--- src/sdram_cmd_pkg.sv ---
// Purpose: constants for the sdram command and address pin decoder
// Assumes: single clock, synchronous active-low reset
// Notes:   all pins sampled on the rising edge of core_clk
//
// Functional notes
// - activation captures all twelve address lines as row of selected bank
// - column access takes column from lines 0..8, line 10 selects auto-precharge
// - row plus column picks one of two million words in the bank
// - precharge samples line 10: high means all banks, low means selected bank
// - mode register load takes the op-code from the address lines
// - decoder acts only while chip select sampled low, else commands ignored
// - strobes latched each rising edge, command decoded with chip select
// - cs/row low, column/write high: activate, bank becomes active
// - cs/row low, column high, write low: precharge, bank returns idle
// - cs low, row high, column low: column access starts
// - byte masks disable read drivers and block masked write bytes
// - sixteen data lines move on rising clock edges both directions
// - two bank select inputs choose one of four banks
// - column access: write-enable high reads, low writes
package sdram_cmd_pkg;
    localparam int ADDR_W     = 12;
    localparam int COL_W      = 9;
    localparam int BANK_W     = 2;
    localparam int DATA_W     = 16;
    localparam int AP_BIT     = 10;
    localparam int BANKS      = 4;
    localparam int WORD_ADR_W = 21;

    typedef enum logic [2:0] {
        CMD_NONE, CMD_ACTIVATE, CMD_PRECHARGE, CMD_READ, CMD_WRITE, CMD_MODE, CMD_OTHER
    } cmd_type;

    typedef enum logic {BANK_IDLE, BANK_ACTIVE} bank_state_type;

    localparam logic [ADDR_W-1:0] MODE_RESET = 12'h000;
endpackage

--- src/sdram_command_pin_decode.sv ---
// Purpose: decodes controller pins into bank state, addresses and data gating
// Assumes: controller obeys command timing; precharge completes in one cycle
// Notes:   no storage array; location and data gating are presented as outputs
module sdram_command_pin_decode
#(
    parameter int NUM_BANKS = sdram_cmd_pkg::BANKS
)(
    input  wire logic                                 core_clk,
    input  wire logic                                 rst_n,
    input  wire logic                                 clkEn,
    input  wire logic                                 chipSel_n,
    input  wire logic                                 rowStrobe_n,
    input  wire logic                                 colStrobe_n,
    input  wire logic                                 writeEn_n,
    input  wire logic [sdram_cmd_pkg::BANK_W-1:0]     bankSelect,
    input  wire logic [sdram_cmd_pkg::ADDR_W-1:0]     addrBus,
    input  wire logic                                 lowerByteMask,
    input  wire logic                                 upperByteMask,
    input  wire logic [sdram_cmd_pkg::DATA_W-1:0]     dataLinesIn,
    input  wire logic [sdram_cmd_pkg::DATA_W-1:0]     readData,
    output logic      [sdram_cmd_pkg::DATA_W-1:0]     dataLinesOut,
    output logic      [sdram_cmd_pkg::DATA_W-1:0]     dataLinesOe,
    output logic      [sdram_cmd_pkg::DATA_W-1:0]     writeData,
    output logic      [sdram_cmd_pkg::DATA_W-1:0]     writeByteEn,
    output sdram_cmd_pkg::cmd_type                    lastCmd,
    output logic      [NUM_BANKS-1:0]                 bankActive,
    output logic      [sdram_cmd_pkg::ADDR_W-1:0]     modeWord,
    output logic      [sdram_cmd_pkg::WORD_ADR_W-1:0] wordAddr,
    output logic      [sdram_cmd_pkg::BANK_W-1:0]     accessBank,
    output logic                                      autoPrecharge,
    output logic                                      accessValid
);
    import sdram_cmd_pkg::*;

    // ==========================================================
    // command decode
    // refresh, burst stop and nop fall to CMD_OTHER and leave bank state and mode word unchanged
    function automatic cmd_type decodeCmd(input logic cs, input logic ras, input logic cas, input logic we);
        if (cs)
            return CMD_NONE;
        unique case ({ras, cas, we})
            3'h3:    return CMD_ACTIVATE;
            3'h2:    return CMD_PRECHARGE;
            3'h5:    return CMD_READ;
            3'h4:    return CMD_WRITE;
            3'h0:    return CMD_MODE;
            default: return CMD_OTHER;
        endcase
    endfunction

    cmd_type                 cmdNow;
    logic [ADDR_W-1:0]       rowAddr_reg [NUM_BANKS];
    logic [NUM_BANKS-1:0]    bankHit;
    logic [DATA_W-1:0]       byteMaskWide;

    assign cmdNow = decodeCmd(chipSel_n, rowStrobe_n, colStrobe_n, writeEn_n);

    genvar gb;
    generate
        for (gb = 0; gb < NUM_BANKS; gb++)
        begin : g_hit
            assign bankHit[gb] = (bankSelect == BANK_W'(gb));
        end
    endgenerate

    // lower mask covers bits 7:0, upper mask bits 15:8
    assign byteMaskWide = {{8{upperByteMask}}, {8{lowerByteMask}}};

    // ==========================================================
    // last command seen
    always_ff @(posedge core_clk)
    begin
        if (!rst_n)
            lastCmd <= CMD_NONE;
        else if (clkEn)
            lastCmd <= cmdNow;
    end

    // ==========================================================
    // bank state and row capture
    generate
        for (gb = 0; gb < NUM_BANKS; gb++)
        begin : g_bank
            always_ff @(posedge core_clk)
            begin
                if (!rst_n)
                begin
                    bankActive[gb]  <= 1'b0;
                    rowAddr_reg[gb] <= '0;
                end
                else if (clkEn)
                begin
                    if (cmdNow == CMD_ACTIVATE && bankHit[gb])
                    begin
                        bankActive[gb]  <= 1'b1;
                        rowAddr_reg[gb] <= addrBus;
                    end
                    else if (cmdNow == CMD_PRECHARGE && (addrBus[AP_BIT] || bankHit[gb]))
                        bankActive[gb] <= 1'b0;
                end
            end
        end
    endgenerate

    // ==========================================================
    // mode register
    always_ff @(posedge core_clk)
    begin
        if (!rst_n)
            modeWord <= MODE_RESET;
        else if (clkEn && cmdNow == CMD_MODE)
            modeWord <= addrBus;
    end

    // ==========================================================
    // column access: word location inside the addressed bank
    always_ff @(posedge core_clk)
    begin
        if (!rst_n)
        begin
            wordAddr      <= '0;
            accessBank    <= '0;
            autoPrecharge <= 1'b0;
            accessValid   <= 1'b0;
        end
        else if (clkEn)
        begin
            accessValid <= (cmdNow == CMD_READ || cmdNow == CMD_WRITE);
            if (cmdNow == CMD_READ || cmdNow == CMD_WRITE)
            begin
                wordAddr      <= {rowAddr_reg[bankSelect], addrBus[COL_W-1:0]};
                accessBank    <= bankSelect;
                autoPrecharge <= addrBus[AP_BIT];
            end
        end
    end

    // ==========================================================
    // data path; masks are sampled with the data, as on the pins
    always_ff @(posedge core_clk)
    begin
        if (!rst_n)
        begin
            dataLinesOut <= '0;
            dataLinesOe  <= '0;
            writeData    <= '0;
            writeByteEn  <= '0;
        end
        else if (clkEn)
        begin
            dataLinesOut <= readData;
            dataLinesOe  <= (lastCmd == CMD_READ) ? ~byteMaskWide : '0;
            writeData    <= dataLinesIn;
            writeByteEn  <= (cmdNow == CMD_WRITE) ? ~byteMaskWide : '0;
        end
    end
endmodule // sdram_command_pin_decode

--- config.mk ---
export PLATFORM = sky130hd
export DESIGN_NAME = sdram_command_pin_decode
export DESIGN_NICKNAME = d
export VERILOG_FILES = /design/src/sdram_cmd_pkg.sv /design/src/sdram_command_pin_decode.sv
export SDC_FILE = /design/constraint.sdc
export NUM_CORES = 1
export LEC_CHECK = 0
export BUFFER_PORTS_ARGS = -buffer_cell sky130_fd_sc_hd__buf_2
export CAP_MARGIN = 20
export CORE_MARGIN = 4
export CORE_UTILIZATION = 50
export DETAILED_ROUTE_END_ITERATION = 8
export GPL_TIMING_DRIVEN = 0
export PLACE_DENSITY = 0.75
export SYNTH_ARGS = -nofsm -noshare
export SYNTH_HDL_FRONTEND = slang
export SYNTH_SLANG_ARGS = --single-unit
--- constraint.sdc ---
create_clock -name core_clk -period 3.65 [get_ports core_clk]
set_clock_uncertainty 0.1 [all_clocks]
set_input_delay 0.1825 -clock core_clk [delete_from_list [all_inputs] [get_ports core_clk]]
set_output_delay 0.1825 -clock core_clk [all_outputs]
set_load 0.02 [all_outputs]
== Yosys cells after proc, flatten, opt, wreduce, memory -nomap -nowiden ==
Memory sizes are Yosys's and may differ from the RTL's. A register that Yosys moved wholly into a read port is not among the register bits.
Index checks and enable logic that the tools add are counted.
Storage, ports and cells
  register bits after elaboration: 108
  bits in latches: 0
  bits in writable memories: 48
  bits in read-only memories: 0
  bits of input ports: 55
  output and inout bits: 108
  word-level logic and storage cells: 94
  memories kept: 1
Operators by class
  add/subtract/negate cells: 0
  $mul: 0
  div/mod/pow operators: 0
  magnitude comparators: 0
  equal/unequal tests: 13
  shift-type cells: 0
  multiplexer cells: 35
  bitwise operators: 5
  reduce and logical (&&, ||, !) cells: 26
Memory list
  rowAddr_reg: depth 4, width 12, rd ports 1, clocked after memory_dff 1, write ports 4, RTL line sdram_command_pin_decode.sv:52  | logic [ADDR_W-1:0] rowAddr_reg [NUM_BANKS];
Operators by type and width (number)
  $mux W12: 4
  $mux W16: 2
  $mux W1: 26
  $not A16 Y16: 1
  $eq A3 B2 Y1 const B: 5
  $pmux W3 S5: 1
  $eq A3 B3 Y1 const B: 4
  $reduce_and A2 Y1: 5
  $logic_and A1 B1 Y1: 9
  $reduce_bool A2 Y1: 4
  $mux W3: 2
  $logic_or A1 B1 Y1: 5
  $eq A2 B2 Y1 const B: 2
  $or A1 B1 Y1: 4
  $eq A3 B1 Y1 const B: 1
  $logic_not A3 Y1: 1
  $eq A2 B1 Y1 const B: 1
  $logic_not A2 Y1: 1
  $logic_not A1 Y1: 1

== Logic depth before layout (Yosys ltp) ==
Gate-level depths: netlist (run 1).
  depth after elaboration: 10
  gate-level depth with buffers: 6
  gate-level depth less buffers: 3

== Worst setup path before layout (run 1) ==
Ideal clock, no wire load.
  kind: input port to flip-flop
  from: input port bankSelect[0] (netlist bit)
  to: memory rowAddr_reg[0][0], enable pin
  setup time: 0.350 ns
  arrival time: 1.244 ns
  required time: 3.200 ns
  slack: 1.955 ns
  stages: 4
  buffers on the path: 1
  cell sequence: buf_4 -> or2_1 -> or3_1 -> nand2_1
RTL lines
  from (decl): RTL line sdram_command_pin_decode.sv:15  | input wire logic [sdram_cmd_pkg::BANK_W-1:0] bankSelect,
  to (decl): RTL line sdram_command_pin_decode.sv:52

==> results.json, run 1 <==
{
  "synthArstFlopShare_pct": 0,
  "cts_tree": "done",
  "grt_setup_unrepaired": "false",
  "grt_pass1_vias": 4681,
  "critPathArrivalTime_ns": 2.08,
  "synth_enable_flop_cells": 48,
  "grt_start_max_net_pins": 17,
  "netlist_instances": 494,
  "vias": 4500,
  "routedWlPerCell_um": 17.3,
  "dp_cells": 790,
  "yosys.area_share.simple_pct": 18.8,
  "synth_nets": 549,
  "diodes": 0,
  "worst_path_largest_cell_delay_ns": 0.54,
  "yosysSeqAreaShare_pct": 55.3,
  "critPathKind": "in -> reg",
  "cp_top_family": "simple AND/OR/NAND/NOR gates",
  "slew-limit-headroom_pct": 57.9,
  "fmax_mhz": 495,
  "critPathLaunchType": "input pin",
  "initial_utilization_pct": 51.0,
  "netlist_area_mm2": 0.00551,
  "clock_path_buffers": 2,
  "area_growth_pct": 37.3,
  "cts_resized": 0,
  "use_met2_pct": 40.6,
  "synth_top_flop_cell": "dfxtp_1",
  "synth-compound-area-share_pct": 6.32,
  "dr.pass1.iters": 5,
  "p_leak_nw": 3.39,
  "clock_power_share_pct": 45.3,
  "antenna_found_initial": 0,
  "drt_iter0_drc": 339,
  "final.period_utilization_pct": 55.4,
  "finalSetupViolCount": 0,
  "layout_min_cycle_time_ns": 2.02,
  "cp_num_buf_inv": 2,
  "clock_latency_ns": 0.52,
  "drc_errors": 0,
  "p_seq_share_pct": 44.7,
  "routed_wl_um": 15100,
  "place_congestion": 0.805,
  "num-nets-final": 778,
  "vias_per_cell": 5.14,
  "globalRouteMet3Util_pct": 8.07,
  "power_mw": 3.50,
  "coreArea_mm2": 0.0108,
  "status": "complete, no violations",
  "grtUsageMet1_pct": 28.2,
  "die_y_um": 113,
  "irDropWorstVdd_mv": 0.271,
  "ys.warnings.count": 0,
  "grt_use_total_pct": 23.9,
  "cp-end-kind": "flip-flop",
  "synth-xor-area-share_pct": 0.159,
  "hold_viol": 0,
  "path_cells": "dlygate4sd3_1 -> buf_2 -> nand3b_4 -> or3_1 -> nand2_1",
  "fin_util_pct": 70.0,
  "cp_slowest_cell": "dlygate4sd3_1",
  "maxSlewViolCount": 0,
  "cts.clk_slew.worst_paths_ns": 0.06,
  "layout_common_cells": "buf_2 (169), dfxtp_1 (80), nand2_1 (58)",
  "grt.busiest_layer": "met2",
  "p_sw_mw": 0.911,
  "worst_pin_slew_ns": 0.630,
  "holdWs_ns": 0.0763,
  "root_buffer": "clkbuf_8",
  "layout-drive-gt1-share_pct": 36.5,
  "boundaryPins": 163,
  "power-per-cell-area_mw_per_mm2": 463,
  "cts-buffers-inserted": 17,
  "dieArea_mm2": 0.0128,
  "stdcell_count": 876,
  "layout_commonest_cell": "buf_2",
  "ant_nets": 0,
  "synth_fa_ha_area_share_pct": 0,
  "worst-path-max-fanout": 12,
  "htree_levels": 4,
  "grt-ovfl-total": 0,
  "synth_top_family_by_area": "simple AND/OR/NAND/NOR gates",
  "port_buffers": 156,
  "dp_hpwl_um": 10200,
  "synth.distinct_cells": 41,
  "cts_setup_buffers": 0,
  "worstHoldPathType": "in -> reg",
  "max_cap_viol_count": 0,
  "grt_pass1_wl_um": 23900,
  "required_ns": 3.71,
  "synth-seq-cells": 128,
  "rows": 38,
  "power_switching_share_pct": 26.0,
  "largest_register_ffs": 48,
  "fin_setup_tns_ns": 0,
  "power_frac_comb_pct": 10.0,
  "synth.area.mux_share_pct": 10.7,
  "synth.avg_cell_area_um2": 11.1,
  "intPower_mw": 2.59,
  "chipWidth_um": 113,
  "numClockSinks": 128
}
[worst min-delay path, stage by stage]
cell	delay [ns]
buf_4	0.17
buf_6	0.17
nand2_1	0.07
a21oi_1	0.05
[path summary, 6_finish.rpt]
kind / startpoint / endpoint / slack (ns) / depth (start not counted)
setup / recovery: chipSel_n / rowAddr_reg[3][2] / 1.63 / 5
hold / removal: bankSelect[0] / accessBank[0] / 0.08 / 4
setup reg to reg: rowAddr_reg[0][10] / wordAddr[19] / 2.38 / 3
hold reg to reg: wordAddr[3] / wordAddr[3] / 0.35 / 2
[Yosys cell counts (6+ instances only)]
master	count	share of area (%)
mux2i_1	32	5.8
nand3_1	12	1.1
edfxtp_1	48	26
buf_4	40	5.5
a21oi_1	42	3.8
dfxtp_1	80	29
buf_2	13	1.2
mux4_2	12	4.9
and2_1	48	5.5
nor2_1	34	2.3
nand2_1	58	4.0
nand3b_1	7	0.95
o21ai_1	10	0.91
o21ai_0	6	0.55
[repair_timing]
action                                  CTS  global route
hold buffers                             54             0
endpoints found under the hold margin   107             0
endpoints found under the setup margin    0             0
[layout make-up]
type / instances / area [um^2]
Clock buffer: 18 / 439
Sequential cell: 128 / 3040
Timing Repair Buffer: 210 / 1320
Multi-Input combinational cell: 300 / 1980
Clock inverter: 14 / 115
Tap cell: 140 / 175
Fill cell: 777 / 3240
Buffer: 64 / 475
Inverter: 2 / 7.51
[kinds of logic after synthesis]
family                 Yosys count
AO/OA/AOI/OAI                   66
XOR/XNOR                         1
multiplexers                    44
buffers and inverters           66
flip-flops                     128
AND/OR/NAND/NOR                189
[through the flow]
| step | setup WS, ns | cell area (um^2) |
|---|---|---|
| 2_1_floorplan | 1.96 | 5510 |
| 3_3_place_gp | 1.63 | 6460 |
| 3_5_place_dp | 1.59 | 6460 |
| 4_1_cts | 1.64 | 7560 |
| 5_1_grt | 1.55 | 7560 |
| 6_report | 1.63 | 7560 |
[power groups by stage]
stage	Combinational [mW]	Sequential, mW	Clock, mW
finish	0.351	1.57	1.58
global placement	0.295	1.59	0
floorplan	0.152	1.63	0
global route	0.377	1.57	1.66
detailed placement	0.302	1.59	0
CTS	0.346	1.56	1.59
[layer usage]
layer	part of all wire [%]	vias to the layer above
met2	50	220
met1	38	2102
li1	-	2142
met5	0	-
met3	9.5	36
met4	2.3	0
No activity file was read; power rests on OpenSTA's default activity.
==> run 2, diff against run 1 <==
Settings changed: ABC_AREA set to 1.
Clock period 3.65 ns to 2 ns, I/O delays scaled along.
==> run 2 against run 1 <==
Total power is 95% higher; final area is 0.55% lower; routed wire length is 9.8% higher; sequential share of layout area is 0.22 points higher; critical path depth is 2 higher; hold slack worse by 0.054 ns; global-route usage is 3.1 points higher; register-to-register slack worse by 1.4 ns; setup slack worse by 1.6 ns; clock power is 110% higher; non-clock buffer count is 10 higher.
==> results.json, run 2 <==
{
  "reg2reg_from": "lastCmd[0]",
  "layout_setup_ws_ns": 0.0336,
  "drc_errors": 0,
  "vias": 5328,
  "chipWidth_um": 111,
  "layout-drive-gt1-share_pct": 28.8,
  "antenna_found_initial": 0,
  "yosysSeqAreaShare_pct": 57.0,
  "grt_pass1_wl_um": 26700,
  "pre_cts_ws_ns": -0.0739,
  "routed_wl_um": 16600,
  "grt_setup_unrepaired": "true",
  "p_leak_nw": 3.66,
  "drt_iter0_drc": 587,
  "slew-limit-headroom_pct": 54.5,
  "min_path_cells": 5,
  "layout_commonest_cell": "nor2_1",
  "maxSlewViolCount": 0,
  "port_buffers": 160,
  "layout_common_cells": "nor2_1 (195), buf_2 (180), nand2_1 (83)",
  "hold_viol": 0,
  "hold_start": "bankSelect[0]",
  "numClockSinks": 128,
  "crit_top_cell": "buf_2",
  "critPathKind": "in -> reg",
  "path_cells": "dlygate4sd3_1 -> buf_2 -> nand2_1 -> nor2_4 -> nand2_2 -> o21ai_0 -> buf_2",
  "place_congestion": 0.861,
  "cp_num_buf_inv": 3,
  "synth_top_flop_cell": "dfxtp_1",
  "largest_register_ffs": 48,
  "clock_latency_ns": 0.53,
  "grt-ovfl-total": 0,
  "power-per-cell-area_mw_per_mm2": 907,
  "whs_endpoint": "wordAddr[14]",
  "ant_nets": 0,
  "power_frac_comb_pct": 10.1,
  "synth-seq-cells": 128,
  "cts-buffers-inserted": 17,
  "fmax_mhz": 509,
  "stdcell_count": 1026,
  "die_y_um": 111,
  "cp-end-kind": "flip-flop",
  "grt_pass1_vias": 5379,
  "critPathArrivalTime_ns": 2.09,
  "synth_nets": 695,
  "power_switching_share_pct": 23.6,
  "rr_endpoint": "dataLinesOe[14]",
  "synth_enable_flop_cells": 48,
  "root_buffer": "clkbuf_8",
  "critPathLaunchType": "input pin",
  "netlist_instances": 640,
  "finalSetupViolCount": 0,
  "dieArea_mm2": 0.0124,
  "coreArea_mm2": 0.0104,
  "yosysTopAreaCellShare_pct": 30.0,
  "max_cap_viol_count": 0,
  "layout_min_cycle_time_ns": 1.97,
  "boundaryPins": 163,
  "synthArstFlopShare_pct": 0,
  "netlist_area_mm2": 0.00534,
  "dp_cells": 940,
  "intPower_mw": 5.21,
  "clock_path_buffers": 2,
  "fin_util_pct": 72.5,
  "clock_power_share_pct": 47.6,
  "yosys-top-cells-count": "nor2_1 (196), nand2_1 (83), dfxtp_1 (80)",
  "num-nets-final": 932,
  "vias_per_cell": 5.19,
  "reg2reg_depth": 4,
  "worst-path-max-fanout": 8,
  "worst_path_largest_cell_delay_ns": 0.55,
  "final.period_utilization_pct": 98.3,
  "seqCellArea_mm2": 0.00304,
  "fill_cells": 732,
  "cts_tree": "done",
  "reg2reg_setup_slack_ns": 0.99,
  "area_growth_pct": 40.8,
  "diodes": 0,
  "htree_levels": 4,
  "p_sw_mw": 1.61,
  "dp_hpwl_um": 10800,
  "rows": 37,
  "irDropWorstVdd_mv": 0.792,
  "initial_utilization_pct": 51.5,
  "grt_start_max_net_pins": 17,
  "grt_use_total_pct": 27.0,
  "worst_pin_slew_ns": 0.677,
  "multi_input_area_mm2": 0.00179,
  "required_ns": 2.12,
  "worstHoldPathType": "in -> reg",
  "cts.clk_slew.worst_paths_ns": 0.06,
  "cp_slowest_cell": "dlygate4sd3_1",
  "synthTopCellsByArea": "dfxtp_1 (30%), edfxtp_1 (27%), nor2_1 (14%)",
  "dr.pass1.iters": 6,
  "ys.warnings.count": 0,
  "synth.distinct_cells": 21,
  "yosysTopAreaCell": "dfxtp_1",
  "synth.avg_cell_area_um2": 8.34,
  "p_seq_share_pct": 42.3,
  "routedWlPerCell_um": 16.2,
  "status": "complete, no violations",
  "yosysMostFrequentCell": "nor2_1",
  "cp_top_family": "buffers and inverters"
}
[run 2: cell types whose count changed after synthesis, moves of 8 or more]
| cell | before | now |
|---|---|---|
| and2_1 | 48 | 0 |
| nand2_1 | 58 | 83 |
| o21ai_0 | 6 | 59 |
| inv_1 | 1 | 26 |
| clkbuf_1 | 3 | 14 |
| nand4_1 | 0 | 15 |
| nor2_1 | 34 | 196 |
| mux2i_1 | 32 | 0 |
| a21oi_1 | 42 | 7 |
| buf_4 | 40 | 32 |
| mux4_2 | 12 | 0 |
| nand3_1 | 12 | 47 |
[run 2: worst reg2reg max path, stage by stage (launching register included)]
cell and delay, ns:
dfxtp_1 0.35, nand2_1 0.06, nor2_1 0.18, nand3_1 0.12, a21oi_1 0.13
[run 2: cell families (layout without fill, tap and decap cells)]
logic type / Yosys count / after routing / share of synthesized area [%]
AO/OA/AOI/OAI: 69 / 69 / 6.47
buffers and inverters: 95 / 345 / 9.50
flip-flops: 128 / 128 / 57.0
AND/OR/NAND/NOR: 348 / 348 / 27.0
[run 2: area by class of cell]
type                    count  share of cell area (%)
well taps                 136                    2.26
inverters                  29                    1.45
flip-flops and latches    128                    40.5
multi-input cells         417                    23.8
clock inverters             7                    1.18
plain buffers              66                    5.29
clock buffers              25                    7.29
repair buffers            218                    18.2
[run 2: metrics by stage]
step / power [mW] / cell area, um^2 / setup TNS (ns) / hold WS [ns]
global route: 7.05 / 7510 / -0.691 / 0.0471
floorplan: 3.27 / 5340 / 0 / 0.135
global placement: 3.48 / 6310 / -15.13 / 0.223
CTS: 6.79 / 7520 / 0 / 0.00826
finish: 6.82 / 7510 / 0 / 0.0221
detailed placement: 3.51 / 6330 / -1.29 / 0.229
[run 2: repair_timing]
| action | 4_1_cts | 5_1_grt |
|---|---|---|
| resized for setup | 0 | 2 |
| hold buffers | 55 | 0 |
| setup endpoints to repair | 0 | 23 |
| setup buffers | 0 | 0 |
| hold endpoints to repair | 114 | 0 |
[run 2: power groups by stage]
stage / registers [mW] / clock network, mW / logic [mW]
after floorplan: 3.01 / 0 / 0.259
after global placement: 2.92 / 0 / 0.560
after detailed placement: 2.93 / 0 / 0.582
after CTS: 2.88 / 3.24 / 0.669
after global routing: 2.89 / 3.41 / 0.750
final: 2.88 / 3.25 / 0.691
[run 2: worst max path at each step]
stage	startpoint	to	depth (start not counted)
floorplan	bankSelect[0]	rowAddr_reg[0][0]	4
global placement	clkEn	rowAddr_reg[1][10]	5
detailed placement	rst_n	rowAddr_reg[2][9]	5
CTS	rowStrobe_n	writeByteEn[7]	8
global route	writeEn_n	rowAddr_reg[2][9]	7
finish	writeEn_n	rowAddr_reg[2][9]	7
[run 2: routing by layer]
layer  up-vias  track usage (%)  part of all wire (%)  wire [um]
li1       2527                -                     -          -
met1      2457             31.5                    39       6470
met2       292             46.2                    49       8200
met3        52             8.13                   8.8       1460
met4         0             11.6                   3.0        499
met5         -                0                     0          0
